==> config.mk <==
export PLATFORM = sky130hd
export DESIGN_NAME = lpsseq_top
export DESIGN_NICKNAME = d
export VERILOG_FILES = /design/src/lpsseq_pkg.sv /design/src/lpsseq_memgate.sv /design/src/lpsseq_top.sv
export VERILOG_INCLUDE_DIRS = /design/src
export SDC_FILE = /design/constraint.sdc
export NUM_CORES = 2
export LEC_CHECK = 0
export BUFFER_PORTS_ARGS = -buffer_cell sky130_fd_sc_hd__clkbuf_2
export CORE_MARGIN = 4
export CORE_UTILIZATION = 50
export CTS_BUF_LIST = sky130_fd_sc_hd__clkbuf_4 sky130_fd_sc_hd__clkbuf_8
export CTS_CLUSTER_DIAMETER = 60
export DETAILED_ROUTE_END_ITERATION = 7
export GPL_ROUTABILITY_DRIVEN = 0
export PLACE_DENSITY = 0.68
export SYNTH_ARGS = -nofsm -noshare
export SYNTH_HDL_FRONTEND = slang
export SYNTH_SLANG_ARGS = --single-unit
==> constraint.sdc <==
create_clock -name sys_clk_i -period 3.6 [get_ports sys_clk_i]
set_clock_uncertainty 0.2 [all_clocks]
set_input_delay 0.54 -clock sys_clk_i [delete_from_list [all_inputs] [get_ports sys_clk_i]]
set_output_delay 0.54 -clock sys_clk_i [all_outputs]
set_load 0.01 [all_outputs]
==> src/lpsseq_map.svh <==
// Register map, field positions, reset values and timing counts of the power-save sequencer
// Behaviour
// - Enable bit 0 enters, clearing leaves power save
// - Power save stops refresh, LCD outputs low
// - Power save refuses memory; registers, LUT stay
// - Read-only bit 3 shows memory interface down
// - Memory-down status clears to zero on reset
// - Blank bit 7 at 1 shuts panel signals, 0 activates
// - Idle internal logic gated off automatically
`ifndef LPSSEQ_MAP_SVH
`define LPSSEQ_MAP_SVH

`define LPS_OFS_DISP_MODE  8'h70
`define LPS_OFS_PS_CFG     8'hA0
`define LPS_OFS_BIAS       8'hA4
`define LPS_OFS_IRQ_STAT   8'hA8
`define LPS_OFS_IRQ_MASK   8'hAC
`define LPS_OFS_LUT_IDX    8'hB0
`define LPS_OFS_LUT_DATA   8'hB4
`define LPS_MEM_WIN_BIT    12

`define LPS_PS_EN_BIT      0
`define LPS_MEM_PD_BIT     3
`define LPS_VND_BIT        7
`define LPS_BLANK_BIT      7

`define LPS_DISP_MODE_RST  8'h80
`define LPS_IRQ_PS_IN      0
`define LPS_IRQ_PS_OUT     1
`define LPS_IRQ_VND        2

`define LPS_MEM_PD_CYCLES  4
`define LPS_PCLK_DIV       2
`define LPS_H_TOTAL        16
`define LPS_H_ACTIVE       12
`define LPS_H_SYNC         2
`define LPS_V_TOTAL        8
`define LPS_V_ACTIVE       6

`endif

==> src/lpsseq_pkg.sv <==
// Types shared by the power-save sequencer modules
package lpsseq_pkg;
	typedef enum logic [3:0] {
		MEM_ACTIVE = 4'h1,
		MEM_DRAIN  = 4'h2,
		MEM_DOWN   = 4'h4,
		MEM_WAKE   = 4'h8
	} lpsseq_mem_st_t;
endpackage : lpsseq_pkg

==> src/lpsseq_memgate.sv <==
// Memory interface power-down sequencer
`include "lpsseq_map.svh"
module lpsseq_memgate #(
	parameter int PD_CYCLES = `LPS_MEM_PD_CYCLES
) (
	input  wire logic sys_clk_i,    // System clock
	input  wire logic rst_i,        // Async reset, active high
	input  wire logic ps_en_i,      // Power-save enable level
	output logic      mem_down_o,   // Memory interface powered down
	output logic      mem_active_o  // Memory interface usable
);
	lpsseq_pkg::lpsseq_mem_st_t state_q;
	lpsseq_pkg::lpsseq_mem_st_t state_d;
	logic [7:0]                 cnt_q;
	logic [7:0]                 cnt_d;
	wire                        cnt_done = (cnt_q == 8'(PD_CYCLES - 1));

	// Drain and wake both wait a fixed count so pending accesses settle
	always_comb
	begin
		state_d = state_q;
		cnt_d   = 8'h00;
		unique case (state_q)
			lpsseq_pkg::MEM_ACTIVE:
				if (ps_en_i)
					state_d = lpsseq_pkg::MEM_DRAIN;
			lpsseq_pkg::MEM_DRAIN:
				if (!ps_en_i)
					state_d = lpsseq_pkg::MEM_ACTIVE;
				else if (cnt_done)
					state_d = lpsseq_pkg::MEM_DOWN;
				else
					cnt_d = cnt_q + 8'h01;
			lpsseq_pkg::MEM_DOWN:
				if (!ps_en_i)
					state_d = lpsseq_pkg::MEM_WAKE;
			lpsseq_pkg::MEM_WAKE:
				if (cnt_done)
					state_d = lpsseq_pkg::MEM_ACTIVE;
				else
					cnt_d = cnt_q + 8'h01;
			default:
				state_d = lpsseq_pkg::MEM_ACTIVE;
		endcase
	end

	// State and status flops; down status clears and active status sets on reset
	always_ff @(posedge sys_clk_i or posedge rst_i)
	begin
		if (rst_i)
		begin
			state_q      <= lpsseq_pkg::MEM_ACTIVE;
			cnt_q        <= 8'h00;
			mem_down_o   <= 1'b0;
			mem_active_o <= 1'b1;
		end
		else
		begin
			state_q      <= state_d;
			cnt_q        <= cnt_d;
			// Status stays 1 through wake, so a 0 means the interface is either usable or still draining
			mem_down_o   <= (state_d == lpsseq_pkg::MEM_DOWN) ||
				(state_d == lpsseq_pkg::MEM_WAKE);
			mem_active_o <= (state_d == lpsseq_pkg::MEM_ACTIVE);
		end
	end

	AST_PD_ONLY_IN_PS: assert property (@(posedge sys_clk_i) disable iff (rst_i)
		$rose(mem_down_o) |-> $past(ps_en_i))
		else $error("memory went down without power save");
	AST_PD_BOUNDED: assert property (@(posedge sys_clk_i) disable iff (rst_i)
		(ps_en_i && mem_active_o) [*1] ##1 ps_en_i [*1] |-> ##[0:8] (mem_down_o || !ps_en_i))
		else $error("memory did not power down in time");
endmodule : lpsseq_memgate

==> src/lpsseq_top.sv <==
// Power-save and panel sequencing top with Wishbone slave, LUT, display memory and refresh
`include "lpsseq_map.svh"
module lpsseq_top #(
	parameter int LUT_DEPTH = 16,
	parameter int MEM_DEPTH = 64,
	parameter int PD_CYCLES = `LPS_MEM_PD_CYCLES
) (
	input  wire logic        sys_clk_i,             // System clock, 25 MHz
	input  wire logic        rst_i,                 // Async reset, active high
	input  wire logic        wb_cyc_i,              // Wishbone cycle
	input  wire logic        wb_stb_i,              // Wishbone strobe
	input  wire logic        wb_we_i,               // Wishbone write
	input  wire logic [15:0] wb_adr_i,              // Byte address
	input  wire logic [3:0]  wb_sel_i,              // Byte enables
	input  wire logic [31:0] wb_dat_i,              // Write data
	output logic      [31:0] wb_dat_o,              // Read data
	output logic             wb_ack_o,              // Acknowledge
	output logic             irq_o,                 // Level interrupt
	output logic             bias_control_output_o, // Panel bias supply enable
	output logic      [7:0]  lcd_data_o,            // Panel pixel data
	output logic             lcd_pclk_o,            // Panel pixel clock
	output logic             lcd_hsync_o,           // Line sync
	output logic             lcd_vsync_o,           // Frame sync
	output logic             lcd_den_o              // Data enable
);
	localparam int LW = $clog2(LUT_DEPTH);
	localparam int MW = $clog2(MEM_DEPTH);

	// Register match on the low address byte, outside the memory window
	function automatic logic hit(input logic [15:0] adr, input logic [7:0] ofs);
		hit = !adr[`LPS_MEM_WIN_BIT] && (adr[11:8] == 4'h0) && (adr[7:0] == ofs);
	endfunction : hit

	// Byte-lane merge for partial writes
	function automatic logic [31:0] merge(input logic [31:0] old, input logic [31:0] nw,
		input logic [3:0] sel);
		logic [31:0] m;
		m     = {{8{sel[3]}}, {8{sel[2]}}, {8{sel[1]}}, {8{sel[0]}}};
		merge = (old & ~m) | (nw & m);
	endfunction : merge

	logic [7:0]  disp_mode_q;
	logic        ps_en_q;
	logic [2:0]  irq_stat_q;
	logic [2:0]  irq_mask_q;
	logic [7:0]  lut_idx_q;
	logic [23:0] lut_q [LUT_DEPTH];
	logic [31:0] vram_q [MEM_DEPTH];
	logic        mem_down;
	logic        mem_active;
	logic        mem_down_dly_q;
	logic        mem_active_dly_q;
	logic        vnd_dly_q;
	logic [7:0]  div_q;
	logic [7:0]  h_q;
	logic [7:0]  v_q;
	logic [MW-1:0] pix_q;

	lpsseq_memgate #(
		.PD_CYCLES (PD_CYCLES)
	) u_memgate (
		.sys_clk_i    (sys_clk_i),
		.rst_i        (rst_i),
		.ps_en_i      (ps_en_q),
		.mem_down_o   (mem_down),
		.mem_active_o (mem_active)
	);

	// Bus request decode; one wait state, ack is a single-cycle pulse
	wire req      = wb_cyc_i && wb_stb_i && !wb_ack_o;
	wire wr       = req && wb_we_i;
	wire mem_sel  = wb_adr_i[`LPS_MEM_WIN_BIT];
	wire mem_ok   = !ps_en_q && mem_active;
	wire [MW-1:0] mem_idx = wb_adr_i[MW+1:2];
	wire [LW-1:0] lut_i   = lut_idx_q[LW-1:0];
	wire hit_disp = hit(wb_adr_i, `LPS_OFS_DISP_MODE);
	wire hit_ps   = hit(wb_adr_i, `LPS_OFS_PS_CFG);
	wire hit_bias = hit(wb_adr_i, `LPS_OFS_BIAS);
	wire hit_ist  = hit(wb_adr_i, `LPS_OFS_IRQ_STAT);
	wire hit_imk  = hit(wb_adr_i, `LPS_OFS_IRQ_MASK);
	wire hit_lidx = hit(wb_adr_i, `LPS_OFS_LUT_IDX);
	wire hit_ldat = hit(wb_adr_i, `LPS_OFS_LUT_DATA);
	wire wr_b0    = wr && wb_sel_i[0];
	wire blank    = disp_mode_q[`LPS_BLANK_BIT];

	// Refresh runs only when unblanked and out of power save; otherwise its clock enable stops
	wire run      = !blank && !ps_en_q && mem_active;
	wire pix_en   = run && (div_q == 8'(`LPS_PCLK_DIV - 1));
	wire h_end    = (h_q == 8'(`LPS_H_TOTAL - 1));
	wire v_end    = (v_q == 8'(`LPS_V_TOTAL - 1));
	wire vnd      = run && (v_q >= 8'(`LPS_V_ACTIVE));
	wire act      = (h_q < 8'(`LPS_H_ACTIVE)) && !vnd;
	wire [31:0] pix_word = vram_q[pix_q];

	// Status read-back: power-save config carries live status bits
	wire [7:0] ps_rd = {vnd, 3'h0, mem_down, 2'h0, ps_en_q};
	wire [2:0] ev    = {vnd && !vnd_dly_q,
		mem_active && !mem_active_dly_q,
		mem_down && !mem_down_dly_q};
	wire [31:0] rd_mux =
		mem_sel  ? (mem_ok ? vram_q[mem_idx] : 32'h0000_0000) :
		hit_disp ? {24'h000000, disp_mode_q} :
		hit_ps   ? {24'h000000, ps_rd} :
		hit_bias ? {31'h0000_0000, bias_control_output_o} :
		hit_ist  ? {29'h0000_0000, irq_stat_q} :
		hit_imk  ? {29'h0000_0000, irq_mask_q} :
		hit_lidx ? {24'h000000, lut_idx_q} :
		hit_ldat ? {8'h00, lut_q[lut_i]} : 32'h0000_0000;

	// Bus answer; unmapped addresses ack with zero
	always_ff @(posedge sys_clk_i or posedge rst_i)
	begin
		if (rst_i)
		begin
			wb_ack_o <= 1'b0;
			wb_dat_o <= 32'h0000_0000;
		end
		else
		begin
			wb_ack_o <= req;
			wb_dat_o <= (req && !wb_we_i) ? rd_mux : 32'h0000_0000;
		end
	end

	// Control registers; bias output changes only by its own write
	always_ff @(posedge sys_clk_i or posedge rst_i)
	begin
		if (rst_i)
		begin
			disp_mode_q           <= `LPS_DISP_MODE_RST;
			ps_en_q               <= 1'b0;
			bias_control_output_o <= 1'b0;
			irq_mask_q            <= 3'h0;
			lut_idx_q             <= 8'h00;
		end
		else
		begin
			if (wr_b0 && hit_disp)
				disp_mode_q <= wb_dat_i[7:0];
			if (wr_b0 && hit_ps)
				ps_en_q <= wb_dat_i[`LPS_PS_EN_BIT];
			if (wr_b0 && hit_bias)
				bias_control_output_o <= wb_dat_i[0];
			if (wr_b0 && hit_imk)
				irq_mask_q <= wb_dat_i[2:0];
			if (wr_b0 && hit_lidx)
				lut_idx_q <= wb_dat_i[7:0];
		end
	end

	// Sticky events: a new event wins over a same-cycle write-one clear
	always_ff @(posedge sys_clk_i or posedge rst_i)
	begin
		if (rst_i)
		begin
			irq_stat_q       <= 3'h0;
			irq_o            <= 1'b0;
			mem_down_dly_q   <= 1'b0;
			mem_active_dly_q <= 1'b1;
			vnd_dly_q        <= 1'b0;
		end
		else
		begin
			irq_stat_q       <= (irq_stat_q & ~((wr_b0 && hit_ist) ? wb_dat_i[2:0] : 3'h0)) | ev;
			irq_o            <= |(irq_stat_q & irq_mask_q);
			mem_down_dly_q   <= mem_down;
			mem_active_dly_q <= mem_active;
			vnd_dly_q        <= vnd;
		end
	end

	// LUT stays writable in power save; the host keeps off it while system clock is stopped
	wire [31:0] lut_wr = merge({8'h00, lut_q[lut_i]}, wb_dat_i, wb_sel_i);
	always_ff @(posedge sys_clk_i)
	begin
		if (wr && hit_ldat)
			lut_q[lut_i] <= lut_wr[23:0];
	end

	// Display memory; writes dropped while the interface is down
	always_ff @(posedge sys_clk_i)
	begin
		if (wr && mem_sel && mem_ok)
			vram_q[mem_idx] <= merge(vram_q[mem_idx], wb_dat_i, wb_sel_i);
	end

	// Timing counters clear and stay at zero while refresh is off, saving toggling power
	always_ff @(posedge sys_clk_i or posedge rst_i)
	begin
		if (rst_i)
		begin
			div_q <= 8'h00;
			h_q   <= 8'h00;
			v_q   <= 8'h00;
			pix_q <= '0;
		end
		else if (!run)
		begin
			div_q <= 8'h00;
			h_q   <= 8'h00;
			v_q   <= 8'h00;
			pix_q <= '0;
		end
		else
		begin
			div_q <= pix_en ? 8'h00 : div_q + 8'h01;
			if (pix_en)
			begin
				h_q   <= h_end ? 8'h00 : h_q + 8'h01;
				v_q   <= h_end ? (v_end ? 8'h00 : v_q + 8'h01) : v_q;
				pix_q <= (h_end && v_end) ? '0 : (act ? pix_q + 1'b1 : pix_q);
			end
		end
	end

	// Panel outputs forced low whenever refresh is off
	always_ff @(posedge sys_clk_i or posedge rst_i)
	begin
		if (rst_i)
		begin
			lcd_data_o  <= 8'h00;
			lcd_pclk_o  <= 1'b0;
			lcd_hsync_o <= 1'b0;
			lcd_vsync_o <= 1'b0;
			lcd_den_o   <= 1'b0;
		end
		else
		begin
			lcd_data_o  <= (run && act) ? lut_q[pix_word[LW-1:0]][7:0] : 8'h00;
			lcd_pclk_o  <= run && (div_q >= 8'(`LPS_PCLK_DIV / 2));
			lcd_hsync_o <= run && (h_q < 8'(`LPS_H_SYNC));
			lcd_vsync_o <= run && (v_q == 8'h00);
			lcd_den_o   <= run && act;
		end
	end

	AST_PS_OUTS_LOW: assert property (@(posedge sys_clk_i) disable iff (rst_i)
		ps_en_q && $past(ps_en_q) |->
		(lcd_data_o == 8'h00) && !lcd_pclk_o && !lcd_hsync_o && !lcd_vsync_o && !lcd_den_o)
		else $error("panel outputs active in power save");
	AST_BLANK_LOW: assert property (@(posedge sys_clk_i) disable iff (rst_i)
		blank && $past(blank) |-> !lcd_den_o && !lcd_vsync_o && (lcd_data_o == 8'h00))
		else $error("panel outputs active while blanked");
	AST_MEM_REFUSED: assert property (@(posedge sys_clk_i) disable iff (rst_i)
		req && !wb_we_i && mem_sel && ps_en_q |=> wb_ack_o && (wb_dat_o == 32'h0000_0000))
		else $error("display memory readable in power save");
	AST_LUT_OPEN: assert property (@(posedge sys_clk_i) disable iff (rst_i)
		wr && hit_ldat && (wb_sel_i == 4'hF) |=> (lut_q[$past(lut_i)] == $past(wb_dat_i[23:0])))
		else $error("LUT write lost");
	AST_PS_ENABLE: assert property (@(posedge sys_clk_i) disable iff (rst_i)
		wr_b0 && hit_ps |=> ps_en_q == $past(wb_dat_i[0]))
		else $error("power-save enable not taken");
	AST_STATUS_BIT: assert property (@(posedge sys_clk_i) disable iff (rst_i)
		req && !wb_we_i && hit_ps |=> wb_dat_o[3] == $past(mem_down))
		else $error("memory status read wrong");
	AST_BIAS_HELD: assert property (@(posedge sys_clk_i) disable iff (rst_i)
		$changed(bias_control_output_o) |-> $past(wr_b0 && hit_bias))
		else $error("bias output changed without its write");
	AST_ACK_PULSE: assert property (@(posedge sys_clk_i) disable iff (rst_i)
		wb_ack_o |=> !wb_ack_o)
		else $error("ack held longer than one cycle");
	AST_NO_RUN_IDLE: assert property (@(posedge sys_clk_i) disable iff (rst_i)
		!run |=> (div_q == 8'h00) && (h_q == 8'h00))
		else $error("timing counters toggled while idle");

	COV_PS_DOWN: cover property (@(posedge sys_clk_i) disable iff (rst_i) $rose(mem_down));
	COV_PS_WAKE: cover property (@(posedge sys_clk_i) disable iff (rst_i) $rose(mem_active));
	COV_REFUSED: cover property (@(posedge sys_clk_i) disable iff (rst_i) wr && mem_sel && !mem_ok);
	COV_IRQ: cover property (@(posedge sys_clk_i) disable iff (rst_i) $rose(irq_o));
endmodule : lpsseq_top

==> results_dict.tcl <==
set metrics [dict create \
    gr-total-overflow 0 \
    first_pass_iters 6 \
    synth.net_count 4776 \
    synth_xor_area_share_pct 0.190 \
    path_class "flip-flop to flip-flop" \
    yosysTopAreaCellShare_pct 71.9 \
    synth-edff-count 2432 \
    post-route-period-util_pct 98.0 \
    hold_violations 0 \
    placed_area_sq_mm 0.112 \
    hpwlAfterDp_mm 172 \
    synth.area.mux_share_pct 19.7 \
    ant_nets 0 \
    clk_root_buffer_cell "clkbuf_8" \
    yosys.area_share.simple_pct 1.98 \
    fin_nets 5663 \
    antenna_found_initial 5 \
    rows 165 \
    wl_mm 284 \
    regArea_sq_mm 0.0760 \
    synthAdderAreaFrac_pct 0.111 \
    ios 104 \
    final_common_cell "edfxtp_1" \
    synth_top_cell_by_area "edfxtp_1" \
    synth_top_family_by_area "multiplexers" \
    start_kind "flip-flop" \
    cts_sinks 2549 \
    ir_worst_vdd_v 0.000707 \
    end_kind "flip-flop" \
    synthArstFlopShare_pct 4.59 \
    synth-seq-area-share_pct 74.8 \
    clock_path_buffers 4 \
    synthCells 4710 \
    cp_max_fo 10 \
    grt_max_degree 74 \
    setup_viol 0 \
    power_density_mw_per_mm2 562 \
    layout_common_cells "edfxtp_1, mux4_2, clkbuf_8, buf_4, mux2i_1" \
    slew_headroom_pct 19.1 \
    clock_latency_ns 1.10 \
    dieArea_sq_mm 0.210 \
    outcome "finished clean" \
    yosysUniqueCellTypes 72 \
    pwr-share-clk_pct 36.1 \
    setup_slack_ns 0.0734 \
    htree_levels 5 \
    synth_area_per_cell_sq_um 21.6 \
    fmax_mhz 284 \
    fillerInstances 14100 \
    port-buffer-count 100 \
    via_per_inst 6.39 \
    drtIter0Drc 7565 \
    yosys_warnings 0 \
    core_area_sq_mm 0.202 \
    final_area_sq_mm 0.121 \
    area_growth_pct 19.3 \
    start_util_pct 50.2 \
    hp-class "input port to flip-flop" \
    grt_util_all_layers_pct 26.9 \
    p_int_uw 51400 \
    p_total_uw 68100 \
    slew_viol_final 0 \
    grt_pass1_wl_mm 402 \
    fp.dieH_microns 459 \
    power.leakage_uw 0.0402 \
    p_sw_uw 16700 \
    post-place-ws_ns -0.650 \
    cap_violations 0 \
    synth_area_sq_mm 0.102 \
    synth_area_leaders "edfxtp_1, mux4_2, mux2i_1" \
    die_x_microns 459 \
    routedWlPerCell_microns 33.1 \
    drc 0 \
    clkTransAtPathRegs_ns 0.07 \
    cts-buffers-inserted 414 \
    synth_compound_area_share_pct 1.89 \
    grt_pass1_vias 55000 \
    arrival_ns 4.30 \
    final_util_pct 59.9 \
    multi_input_area_sq_mm 0.0253 \
    swShare_pct 24.5 \
    synth_top_flop_cell "edfxtp_1" \
    hp-start "wb_dat_i[4]" \
    synth_seq_cells 2549 \
    min_period_ns 3.53 \
    crit_start "pix_q[0]$_DFFE_PP0P_" \
    worst_pin_slew_ns 1.20 \
    drive_gt1_share_pct 38.7 \
    power.share.sequential_pct 49.0 \
    tritoncts "built" \
    vias 54800 \
    rr_startpoint "pix_q[0]$_DFFE_PP0P_" \
    combPwrFrac_pct 14.9 \
    worstPathRequired_ns 4.37 \
]
==> cells by family (layout without fill, tap and decap cells) <==
logic type / Yosys count / count (layout)
flip-flops: 2549 / 2549
other: 0 / 3
buffers and inverters: 314 / 1503
adder cells (fa/ha/maj): 9 / 9
AND/OR/NAND/NOR: 422 / 422
multiplexers: 1108 / 1108
AO/OA/AOI/OAI: 286 / 286
XOR/XNOR: 22 / 22
==> power groups by stage <==
stage	combinational [uW]	sequential, uW	clock, uW
floorplan	5720	33900	0
global placement	9120	34000	0
detailed placement	9270	34000	0
CTS	9410	33400	25000
global route	10700	33400	26400
finish	10200	33400	24600
==> critical path, stage by stage (launching register included) <==
cell and delay, ns:
dfrtp_4 0.53, buf_6 0.15, buf_12 0.16, mux4_2 0.51
mux4_2 0.49, mux2i_1 0.27, mux2_2 0.26, and2_2 0.24
and2_1 0.26, a22o_1 0.19, a31o_1 0.14
==> what timing repair did <==
| item | 4_1_cts | 5_1_grt |
|---|---|---|
| gates cloned | 0 | 3 |
| resized for setup | 3 | 26 |
| buffers inserted | 4 | 16 |
| setup endpoints to repair | 4 | 6 |
| hold buffers | 44 | 0 |
| pin swaps | 0 | 12 |
| hold endpoints to repair | 2179 | 0 |
==> per-layer routing <==
layer / global-route usage (%) / part of all wire [%] / vias up
li1: - / - / 21700
met2: 42.1 / 47 / 3564
met1: 37.2 / 37 / 28900
met3: 6.91 / 12 / 626
met4: 9.57 / 3.8 / 2
met5: 0 / 0.0046 / -
==> cell type report <==
type,count,area share (%)
multi-input cells,1847,20.9
well taps,2672,2.76
diodes,3,0.00620
clock buffers,578,5.85
clock inverters,140,0.784
flip-flops and latches,2549,62.7
repair buffers,744,6.82
inverters,41,0.131
==> worst paths after layout <==
path	endpoint	depth (start not counted)	slack (ns)
min reg2reg	mem_active_dly_q$_DFF_PP1_	0	0.19
max in group asynchronous	wb_dat_o[10]$_DFF_PP0_	5	1.73
min	lut_idx_q[4]$_DFFE_PP0P_	3	0.15
min in group asynchronous	u_memgate.cnt_q[2]$_DFF_PP0_	4	0.56
max reg2reg	lcd_data_o[5]$_DFF_PP0_	10	0.07
max	lcd_data_o[5]$_DFF_PP0_	10	0.07
==> cells in the mapped netlist, types with 3 or more instances <==
master,number
a211oi_1,5
a21oi_1,46
a221o_1,4
a221oi_1,9
a222oi_1,3
a22o_1,5
a22oi_1,31
a31o_1,3
a31oi_1,5
and2_1,8
and3_1,9
buf_1,64
buf_2,60
buf_4,8
buf_6,10
clkbuf_1,131
dfrtp_1,113
dfstp_2,4
edfxtp_1,2432
ha_1,9
inv_1,40
mux2_2,70
mux2i_1,336
mux4_1,3
mux4_2,699
nand2_1,64
nand2b_1,13
nand3_1,38
nand3b_1,3
nand4_1,4
nor2_1,180
nor2b_1,16
nor3_1,20
nor4_1,32
o211ai_1,4
o21ai_0,25
o221ai_1,3
o22ai_1,121
or2_2,5
or3_1,8
or3b_2,3
or4_1,8
xnor2_1,3
xor2_1,19
==> stage by stage <==
step                      hold slack (ns)  std cells  setup TNS (ns)
final                               0.152       8574               0
after global routing                0.104       8573        -0.00249
after detailed placement            0.177       7787         -138.72
after floorplan                     0.165       4710         -525.55
after CTS                          0.0214       8553               0
after global placement              0.180       7787         -106.01
==> state kept, by name, indices dropped and copies added, names as in the netlist, 3 cells and up <==
register	flops
vram_q	2048
lut_q	384
wb_dat_o	32
disp_mode_q	8
div_q	8
h_q	8
lcd_data_o	8
lut_idx_q	8
u_memgate.cnt_q	8
v_q	8
pix_q	6
u_memgate.state_q	4
irq_mask_q	3
irq_stat_q	3
Power figures use the tool's default switching activity.
